--- config.mk ---
export PLATFORM = sky130hd
export DESIGN_NAME = wdlsr_top
export DESIGN_NICKNAME = d
export VERILOG_FILES = /design/src/hw/wdlsr_pkg.sv /design/src/hw/wdlsr_pulse_cnt.sv /design/src/hw/wdlsr_top.sv
export SDC_FILE = /design/constraint.sdc
export NUM_CORES = 1
export LEC_CHECK = 0
export BUFFER_PORTS_ARGS = -buffer_cell sky130_fd_sc_hd__buf_2
export CORE_MARGIN = 2
export CORE_UTILIZATION = 32
export DETAILED_ROUTE_END_ITERATION = 6
export GPL_TIMING_DRIVEN = 0
export PLACE_DENSITY = 0.61
export REMOVE_ABC_BUFFERS = 1
export SYNTH_ARGS = -nofsm -noshare
export SYNTH_HDL_FRONTEND = slang
export SYNTH_SLANG_ARGS = --single-unit
export TNS_END_PERCENT = 1
--- constraint.sdc ---
create_clock -name mclk_i -period 1.66 [get_ports mclk_i]
set_clock_uncertainty 0.1 [all_clocks]
set_input_delay 0.332 -clock mclk_i [delete_from_list [all_inputs] [get_ports mclk_i]]
set_output_delay 0.332 -clock mclk_i [all_outputs]
set_load 0.02 [all_outputs]
--- src/hw/wdlsr_pkg.sv ---
// Constants, field layouts and carrier types for the watchdog lock/status block.
// Assumes an 8-bit register port with one-cycle read latency.
// Functional notes
// - Lock bit freezes all watchdog control fields
// - Lock sets once; only reset clears
// - Status register stays clearable while locked
// - Blocking mode suppresses restarts until flag cleared
// - Reload bit selects defaults reread on restart
// - Config bit switches trigger input pull-down
// - Polarity bit: 0 high, 1 low active
// - Drive bit: 0 push-pull, 1 open-drain
// - Flag clear strobe pulses, reads back zero except when read in the cycle after the write
// - Restart flag sets on restart request
// - Counter clear strobe zeroes pulse counter
// - Pulse counter readable at status bits 1:0
// - Threshold code picks 1,2,4 pulses or off
// - Software reset restores defaults, self-clears
package wdlsr_pkg;
    localparam int ADDR_W = 8;
    localparam int DATA_W = 8;
    localparam logic [7:0] OFS_CFG1 = 8'h1c;
    localparam logic [7:0] OFS_CFG2 = 8'h1d;
    localparam logic [7:0] OFS_STAT = 8'h1e;
    localparam logic [7:0] OFS_SRST = 8'h1f;
    localparam logic [7:0] OFS_IRQ_STAT = 8'h40;
    localparam logic [7:0] OFS_IRQ_MASK = 8'h41;
    localparam logic [7:0] CFG1_RST = 8'h00;
    localparam logic [7:0] CFG2_RST = 8'h01;
    localparam int CFG2_LOCK = 7;
    localparam int CFG2_BLK = 4;
    localparam int CFG2_RLD = 3;
    localparam int CFG2_PD = 2;
    localparam int CFG2_POL = 1;
    localparam int CFG2_OD = 0;
    localparam int STAT_CLRF = 4;
    localparam int STAT_FLAG = 3;
    localparam int STAT_CLRC = 2;
    localparam int SRST_BIT = 0;
    localparam int IRQ_PULSE = 0;
    localparam int IRQ_RESTART = 1;
    localparam logic [1:0] THR_OFF = 2'h0;
    localparam logic [1:0] THR_ONE = 2'h1;
    localparam logic [1:0] THR_TWO = 2'h2;
    localparam logic [2:0] CNT_ONE = 3'h1;
    localparam logic [2:0] CNT_TWO = 3'h2;
    localparam logic [2:0] CNT_FOUR = 3'h4;
    typedef struct packed {
        logic [ADDR_W-1:0] addr;
        logic [DATA_W-1:0] wdata;
        logic wr;
        logic rd;
    } wdlsr_bus_t;
    typedef struct packed {
        logic restart;
        logic reload;
    } wdlsr_rst_req_t;
endpackage

--- src/hw/wdlsr_pulse_cnt.sv ---
// Watchdog reset-pulse counter with threshold compare.
// Assumes pulse_i is a one-cycle strobe per reset output pulse.
`timescale 1ns/10ps
module wdlsr_pulse_cnt
    import wdlsr_pkg::*;
(
    input wire logic mclk_i,
    input wire logic rst_b_i,
    input wire logic clr_i,
    input wire logic pulse_i,
    input wire logic [1:0] thr_i,
    output logic [1:0] cnt_o,
    output logic hit_o
);
    logic [2:0] cnt_ff;
    logic [2:0] nxt_cnt;
    logic [2:0] lim;
    logic hit;

    always_comb begin
        unique case (thr_i)
            THR_OFF: lim = 3'h0;
            THR_ONE: lim = CNT_ONE;
            THR_TWO: lim = CNT_TWO;
            default: lim = CNT_FOUR;
        endcase
        hit = pulse_i && (thr_i != THR_OFF) && (cnt_ff + 3'h1 >= lim);
        nxt_cnt = cnt_ff;
        if (clr_i || hit) begin
            nxt_cnt = 3'h0;
        // Saturate at 3 so the two-bit status never wraps and a later
        // threshold change cannot miss its compare
        end else if (pulse_i && cnt_ff != 3'h3) begin
            nxt_cnt = cnt_ff + 3'h1;
        end
    end

    always_ff @(posedge mclk_i) begin
        if (!rst_b_i) begin
            cnt_ff <= 3'h0;
        end else begin
            cnt_ff <= nxt_cnt;
        end
    end

    // Counter reports low two bits; value 4 is never held since it saturates at 3
    assign cnt_o = cnt_ff[1:0];
    assign hit_o = hit;
endmodule // wdlsr_pulse_cnt

--- src/hw/wdlsr_top.sv ---
// Watchdog lock, output configuration and status registers.
// Assumes a synchronous register port; pulse_i comes from the window core.
//
// The strobed register port was decided locally.
`timescale 1ns/10ps
module wdlsr_top
    import wdlsr_pkg::*;
(
    input wire logic mclk_i,
    input wire logic rst_b_i,
    input wire logic [ADDR_W-1:0] addr_i,
    input wire logic [DATA_W-1:0] wdata_i,
    input wire logic wr_i,
    input wire logic rd_i,
    input wire logic wd_pulse_i,
    input wire logic wd_fault_i,
    output logic [DATA_W-1:0] rdata_o,
    output logic [1:0] window_cfg_o,
    output logic trigger_input_pulldown_o,
    output logic wdr_out_o,
    output logic wdr_oe_o,
    output logic restart_req_o,
    output logic reload_nvm_o,
    output logic irq_o
);
    wdlsr_bus_t bus;
    logic [7:0] cfg1_ff, nxt_cfg1;
    logic [7:0] cfg2_ff, nxt_cfg2;
    logic flag_ff, nxt_flag;
    logic clrf_ff, nxt_clrf;
    logic clrc_ff, nxt_clrc;
    logic srst_ff, nxt_srst;
    logic [1:0] ist_ff, nxt_ist;
    logic [1:0] imsk_ff, nxt_imsk;
    logic [7:0] rdata_ff, nxt_rdata;
    logic wdr_ff, nxt_wdr;
    logic oe_ff, nxt_oe;
    logic pd_ff, rq_ff, rl_ff, irq_ff;
    logic [1:0] win_ff;
    wdlsr_rst_req_t req;
    logic [1:0] cnt;
    logic hit, locked, wr_cfg1, wr_cfg2, wr_stat;

    assign bus = '{addr: addr_i, wdata: wdata_i, wr: wr_i, rd: rd_i};
    assign locked = cfg2_ff[CFG2_LOCK];
    assign wr_cfg1 = bus.wr && bus.addr == OFS_CFG1 && !locked;
    assign wr_cfg2 = bus.wr && bus.addr == OFS_CFG2 && !locked;
    assign wr_stat = bus.wr && bus.addr == OFS_STAT;

    wdlsr_pulse_cnt u_cnt (
        .mclk_i(mclk_i),
        .rst_b_i(rst_b_i),
        .clr_i(clrc_ff || srst_ff),
        .pulse_i(wd_pulse_i),
        .thr_i(cfg1_ff[1:0]),
        .cnt_o(cnt),
        .hit_o(hit)
    );

    always_comb begin
        // Blocking mode holds off restart while flag is up
        req.restart = hit && !(cfg2_ff[CFG2_BLK] && flag_ff);
        req.reload = cfg2_ff[CFG2_RLD];
        nxt_cfg1 = cfg1_ff;
        nxt_cfg2 = cfg2_ff;
        if (wr_cfg1) begin
            nxt_cfg1 = bus.wdata;
        end
        if (wr_cfg2) begin
            // Lock is sticky: a zero write leaves it set
            nxt_cfg2 = bus.wdata & 8'h1f;
            nxt_cfg2[CFG2_LOCK] = bus.wdata[CFG2_LOCK];
        end
        nxt_clrf = wr_stat && bus.wdata[STAT_CLRF];
        nxt_clrc = wr_stat && bus.wdata[STAT_CLRC];
        nxt_srst = bus.wr && bus.addr == OFS_SRST && bus.wdata[SRST_BIT];
        nxt_flag = flag_ff;
        if (clrf_ff) begin
            nxt_flag = 1'b0;
        end
        if (req.restart) begin
            nxt_flag = 1'b1;
        end
        nxt_ist = ist_ff;
        if (bus.wr && bus.addr == OFS_IRQ_STAT) begin
            nxt_ist = ist_ff & ~bus.wdata[1:0];
        end
        nxt_ist[IRQ_PULSE] = nxt_ist[IRQ_PULSE] | wd_pulse_i;
        nxt_ist[IRQ_RESTART] = nxt_ist[IRQ_RESTART] | req.restart;
        nxt_imsk = imsk_ff;
        if (bus.wr && bus.addr == OFS_IRQ_MASK) begin
            nxt_imsk = bus.wdata[1:0];
        end
        nxt_rdata = 8'h00;
        if (bus.rd) begin
            unique case (bus.addr)
                OFS_CFG1: nxt_rdata = cfg1_ff;
                OFS_CFG2: nxt_rdata = cfg2_ff;
                OFS_STAT: nxt_rdata = {3'h0, clrf_ff, flag_ff, clrc_ff, cnt};
                OFS_SRST: nxt_rdata = {7'h00, srst_ff};
                OFS_IRQ_STAT: nxt_rdata = {6'h00, ist_ff};
                OFS_IRQ_MASK: nxt_rdata = {6'h00, imsk_ff};
                default: nxt_rdata = 8'h00;
            endcase
        end
        // Reset output: asserted level set by polarity, OD only sinks
        nxt_wdr = wd_fault_i ^ cfg2_ff[CFG2_POL];
        nxt_oe = cfg2_ff[CFG2_OD] ? !nxt_wdr : 1'b1;
    end

    always_ff @(posedge mclk_i) begin
        if (!rst_b_i || srst_ff) begin
            cfg1_ff <= CFG1_RST;
            cfg2_ff <= CFG2_RST;
            flag_ff <= 1'b0;
            ist_ff <= 2'h0;
            imsk_ff <= 2'h0;
        end else begin
            cfg1_ff <= nxt_cfg1;
            cfg2_ff <= nxt_cfg2;
            flag_ff <= nxt_flag;
            ist_ff <= nxt_ist;
            imsk_ff <= nxt_imsk;
        end
    end

    always_ff @(posedge mclk_i) begin
        if (!rst_b_i) begin
            clrf_ff <= 1'b0;
            clrc_ff <= 1'b0;
            srst_ff <= 1'b0;
            rdata_ff <= 8'h00;
            wdr_ff <= 1'b0;
            oe_ff <= 1'b1;
            pd_ff <= 1'b0;
            rq_ff <= 1'b0;
            rl_ff <= 1'b0;
            irq_ff <= 1'b0;
            win_ff <= 2'h0;
        end else begin
            clrf_ff <= nxt_clrf;
            clrc_ff <= nxt_clrc;
            srst_ff <= nxt_srst;
            rdata_ff <= nxt_rdata;
            wdr_ff <= nxt_wdr;
            oe_ff <= nxt_oe;
            pd_ff <= cfg2_ff[CFG2_PD];
            rq_ff <= req.restart;
            rl_ff <= req.restart && req.reload;
            irq_ff <= |(ist_ff & imsk_ff);
            win_ff <= cfg1_ff[1:0];
        end
    end

    assign rdata_o = rdata_ff;
    assign window_cfg_o = win_ff;
    assign trigger_input_pulldown_o = pd_ff;
    assign wdr_out_o = wdr_ff;
    assign wdr_oe_o = oe_ff;
    assign restart_req_o = rq_ff;
    assign reload_nvm_o = rl_ff;
    assign irq_o = irq_ff;

    lock_sticky_a: assert property (@(posedge mclk_i) disable iff (!rst_b_i)
        locked && !srst_ff |=> locked)
        else $error("lock cleared without reset");
    locked_write_a: assert property (@(posedge mclk_i) disable iff (!rst_b_i)
        locked && bus.wr && bus.addr == OFS_CFG1 && !srst_ff
        |=> $stable(cfg1_ff))
        else $error("locked config changed");
    flag_clear_a: assert property (@(posedge mclk_i) disable iff (!rst_b_i)
        wr_stat && bus.wdata[STAT_CLRF] && !hit ##1 !req.restart
        |=> !flag_ff)
        else $error("flag not cleared");
    strobe_zero_a: assert property (@(posedge mclk_i) disable iff (!rst_b_i)
        clrf_ff |=> !clrf_ff || $past(wr_stat))
        else $error("strobe stuck");
    restart_flag_a: assert property (@(posedge mclk_i) disable iff (!rst_b_i)
        req.restart && !srst_ff |=> flag_ff ##0 rq_ff)
        else $error("restart not flagged");
    block_mode_a: assert property (@(posedge mclk_i) disable iff (!rst_b_i)
        cfg2_ff[CFG2_BLK] && flag_ff |=> !rq_ff)
        else $error("restart not blocked");
    count_clear_a: assert property (@(posedge mclk_i) disable iff (!rst_b_i)
        wr_stat && bus.wdata[STAT_CLRC] ##1 !wd_pulse_i |=> cnt == 2'h0)
        else $error("counter not cleared");
    drive_type_a: assert property (@(posedge mclk_i) disable iff (!rst_b_i)
        !cfg2_ff[CFG2_OD] && !srst_ff |=> oe_ff)
        else $error("push-pull not driven");
    polarity_a: assert property (@(posedge mclk_i) disable iff (!rst_b_i)
        1'b1 |=> wdr_ff == ($past(wd_fault_i) ^ $past(cfg2_ff[CFG2_POL])))
        else $error("polarity wrong");
    srst_self_a: assert property (@(posedge mclk_i) disable iff (!rst_b_i)
        srst_ff |=> cfg2_ff == CFG2_RST)
        else $error("soft reset failed");
endmodule // wdlsr_top

==> metrics.yaml <==
grt_first_pass_wirelength_um: 6910
first_global_vias: 1424
finalHoldViolations: 0
critical_path_buf_inv_count: 1
worst_path_max_delay_cell: "dfxtp_4"
layout_common_cells: "dfxtp_1, buf_2, nand2_1"
regArea_um2: 831
wl_per_cell_um: 13.4
nets: 252
period_share_pct: 102
antenna_found_initial: 0
cp.depth: 7
syn_area_per_cell_um2: 9.23
clkTransAtPathRegs_ns: 0.09
yosysWarnings: 0
io_buffer_count: 37
fin_crit_ns: 1.70
ys_top_cells_by_area: "dfxtp_1, mux2i_1, nand2_1, a21oi_1, nor2_1"
cts_buffers: 5
synth_top_flop_cell: "dfxtp_1"
initial_utilization_pct: 33.3
synth_edf_count: 0
slew_violations: 0
core_mm2: 0.00511
insertion_delay_ns: 0.30
r2r_cells: 7
critPathArrivalTime_ns: 1.83
die_h_um: 76.9
ys_seq_area_share_pct: 48.3
grt_overflow: 0
holdCritPathClass: "in2reg"
critPathKind: "reg2reg"
cp-start-kind: "flop"
peakVddDrop_mv: 0.333
yosysTopAreaCell: "dfxtp_1"
final_cells: 296
viasPerCell: 4.80
layout_commonest_cell: "dfxtp_1"
finalSetupViolCount: 5
first_pass_iters: 4
cts_tree: "yes"
ctsLongestPathBuffers: 2
path_max_fanout: 3
cts_sinks: 41
max-cap-violations: 0
syn2layout_area_growth_pct: 29.1
end_kind: "flop"
cp_top_family: "adder cells"
track_usage_pct: 15.0
rsz0062_at_grt: "yes"
cp_data_required_time_ns: 1.79
die_area_mm2: 0.00591
max_freq_mhz: 588
die_w_um: 76.9
violations: "setup timing"
holdPathStages: 3
io_pins: 38
syn_area_mm2: 0.00170
drtIter0Drc: 60
cellPowerDensity_mw_per_mm2: 924
total_power_mw: 2.03
drive_above_1_share_pct: 31.0
synth_cells: 184
max_stage_delay_ns: 0.37
p_leak_nw: 0.853
drc: 0
holdBufCountCts: 0
setup_ws_ns: -0.0413
gp_congestion: 0.818
placed_cells: 285
num_antenna_cells: 0
multi_input_area_um2: 938
cts-root-buf: "clkbuf_8"
async_flop_share_pct: 0
wl_um: 3960
core.rowCount: 26
ant_nets: 0
grt_max_degree: 21
worstPathCellList: "ha_4 -> ha_4 -> inv_2 -> ha_4 -> a21oi_4 -> a211o_1 -> a21oi_1"
ys_ff_latch: 41
fillCellCount: 544
synth_top_area_share_pct: 48.3
dp_hpwl_um: 2740
tightest_slew_ns: 0.788
status: "complete, but fails checks"
num_vias: 1421
ctsHtreeMaxLevel: 2
place_ws_ns: -0.326
crit_path_frequent_cell: "ha_4"
maxSlewHeadroom_pct: 47.5
yosysUniqueCellTypes: 34
==> sequential cells by signal (all words and copies together) (netlist names) <==
name,count
cfg1_ff,8
cfg2_ff,6
clrc_ff,1
clrf_ff,1
flag_ff,1
imsk_ff,2
irq_o,1
ist_ff,2
rdata_o,8
reload_nvm_o,1
restart_req_o,1
srst_ff,1
trigger_input_pulldown_o,1
u_cnt.cnt_ff,3
wdr_oe_o,1
wdr_out_o,1
window_cfg_o,2
==> what timing repair did <==
action / in CTS / in global routing
endpoints found under the setup margin: 9 / 20
resized for setup: 19 / 4
pin swaps: 9 / 1
buffers inserted: 3 / 0
gates cloned: 0 / 0
==> cells in the mapped netlist (2+ instances only) <==
cell type / number
nor3_2: 2
nor2b_1: 5
clkbuf_1: 5
a21oi_1: 18
nor2_1: 21
dfxtp_1: 41
ha_1: 5
and3_1: 3
nand2_1: 26
nor3_1: 3
inv_1: 2
and2_1: 7
nand2b_1: 4
nand4_1: 2
a211oi_1: 2
mux2i_1: 12
a211o_1: 2
o21ai_0: 3
nor4b_1: 3
nand3_1: 3
a22oi_1: 2
==> logic make-up (layout without fill, tap and decap cells) <==
logic type | Yosys count | count (layout) | share of synthesized area, %
flops | 41 | 41 | 48.3
simple gates | 85 | 85 | 26.5
fa+ha+maj | 5 | 5 | 3.68
mux | 13 | 13 | 8.39
xor+xnor | 2 | 2 | 1.03
compound gates | 30 | 30 | 10.3
buf+inv | 8 | 50 | 1.77
==> worst min-delay path, stage by stage <==
cell and delay, ns:
buf_2 0.10, nand2_1 0.04, a21oi_1 0.05
==> area by class of cell <==
cell class	instances	area share (%)
Sequential cell	41	37.9
Clock buffer	5	3.14
Tap cell	70	3.99
Multi-Input combinational cell	135	42.8
Timing Repair Buffer	40	9.75
Clock inverter	3	2.11
Inverter	2	0.342
==> layer usage <==
layer / vias to the layer above / share of wire [%] / global-route usage [%]
met5: - / 0 / 0
met4: 0 / 1.5 / 6.73
met3: 4 / 4.3 / 5.41
met2: 32 / 49 / 23.9
met1: 665 / 45 / 18.0
li1: 720 / - / -
==> through the flow <==
| stage | setup TNS (ns) | instance area [um^2] | hold slack (ns) | util (%) |
|---|---|---|---|---|
| final | -0.145 | 2190 | 0.170 | 42.9 |
| after global routing | -0.645 | 2190 | 0.178 | 42.9 |
| after CTS | -0.139 | 2180 | 0.159 | 42.6 |
| after detailed placement | -5.64 | 1950 | 0.308 | 38.2 |
| after global placement | -5.21 | 1950 | 0.304 | 38.2 |
| after floorplan | -0.482 | 1680 | 0.263 | - |
==> final timing paths <==
path | startpoint | end | slack [ns]
max | u_cnt.cnt_ff[0] | flag_ff | -0.04
min | wdata_i[5] | cfg1_ff[5] | 0.17
max reg2reg | u_cnt.cnt_ff[0] | flag_ff | -0.04
min reg2reg | cfg2_ff[0] | wdr_oe_o | 0.32
==> power breakdown <==
| part | switching [mW] | internal [mW] | leakage [nW] |
|---|---|---|---|
| logic | 0.107 | 0.0965 | 0.465 |
| clock network | 0.370 | 0.450 | 0.0543 |
| registers | 0.00950 | 0.994 | 0.334 |
Power figures use the tool's default switching activity.
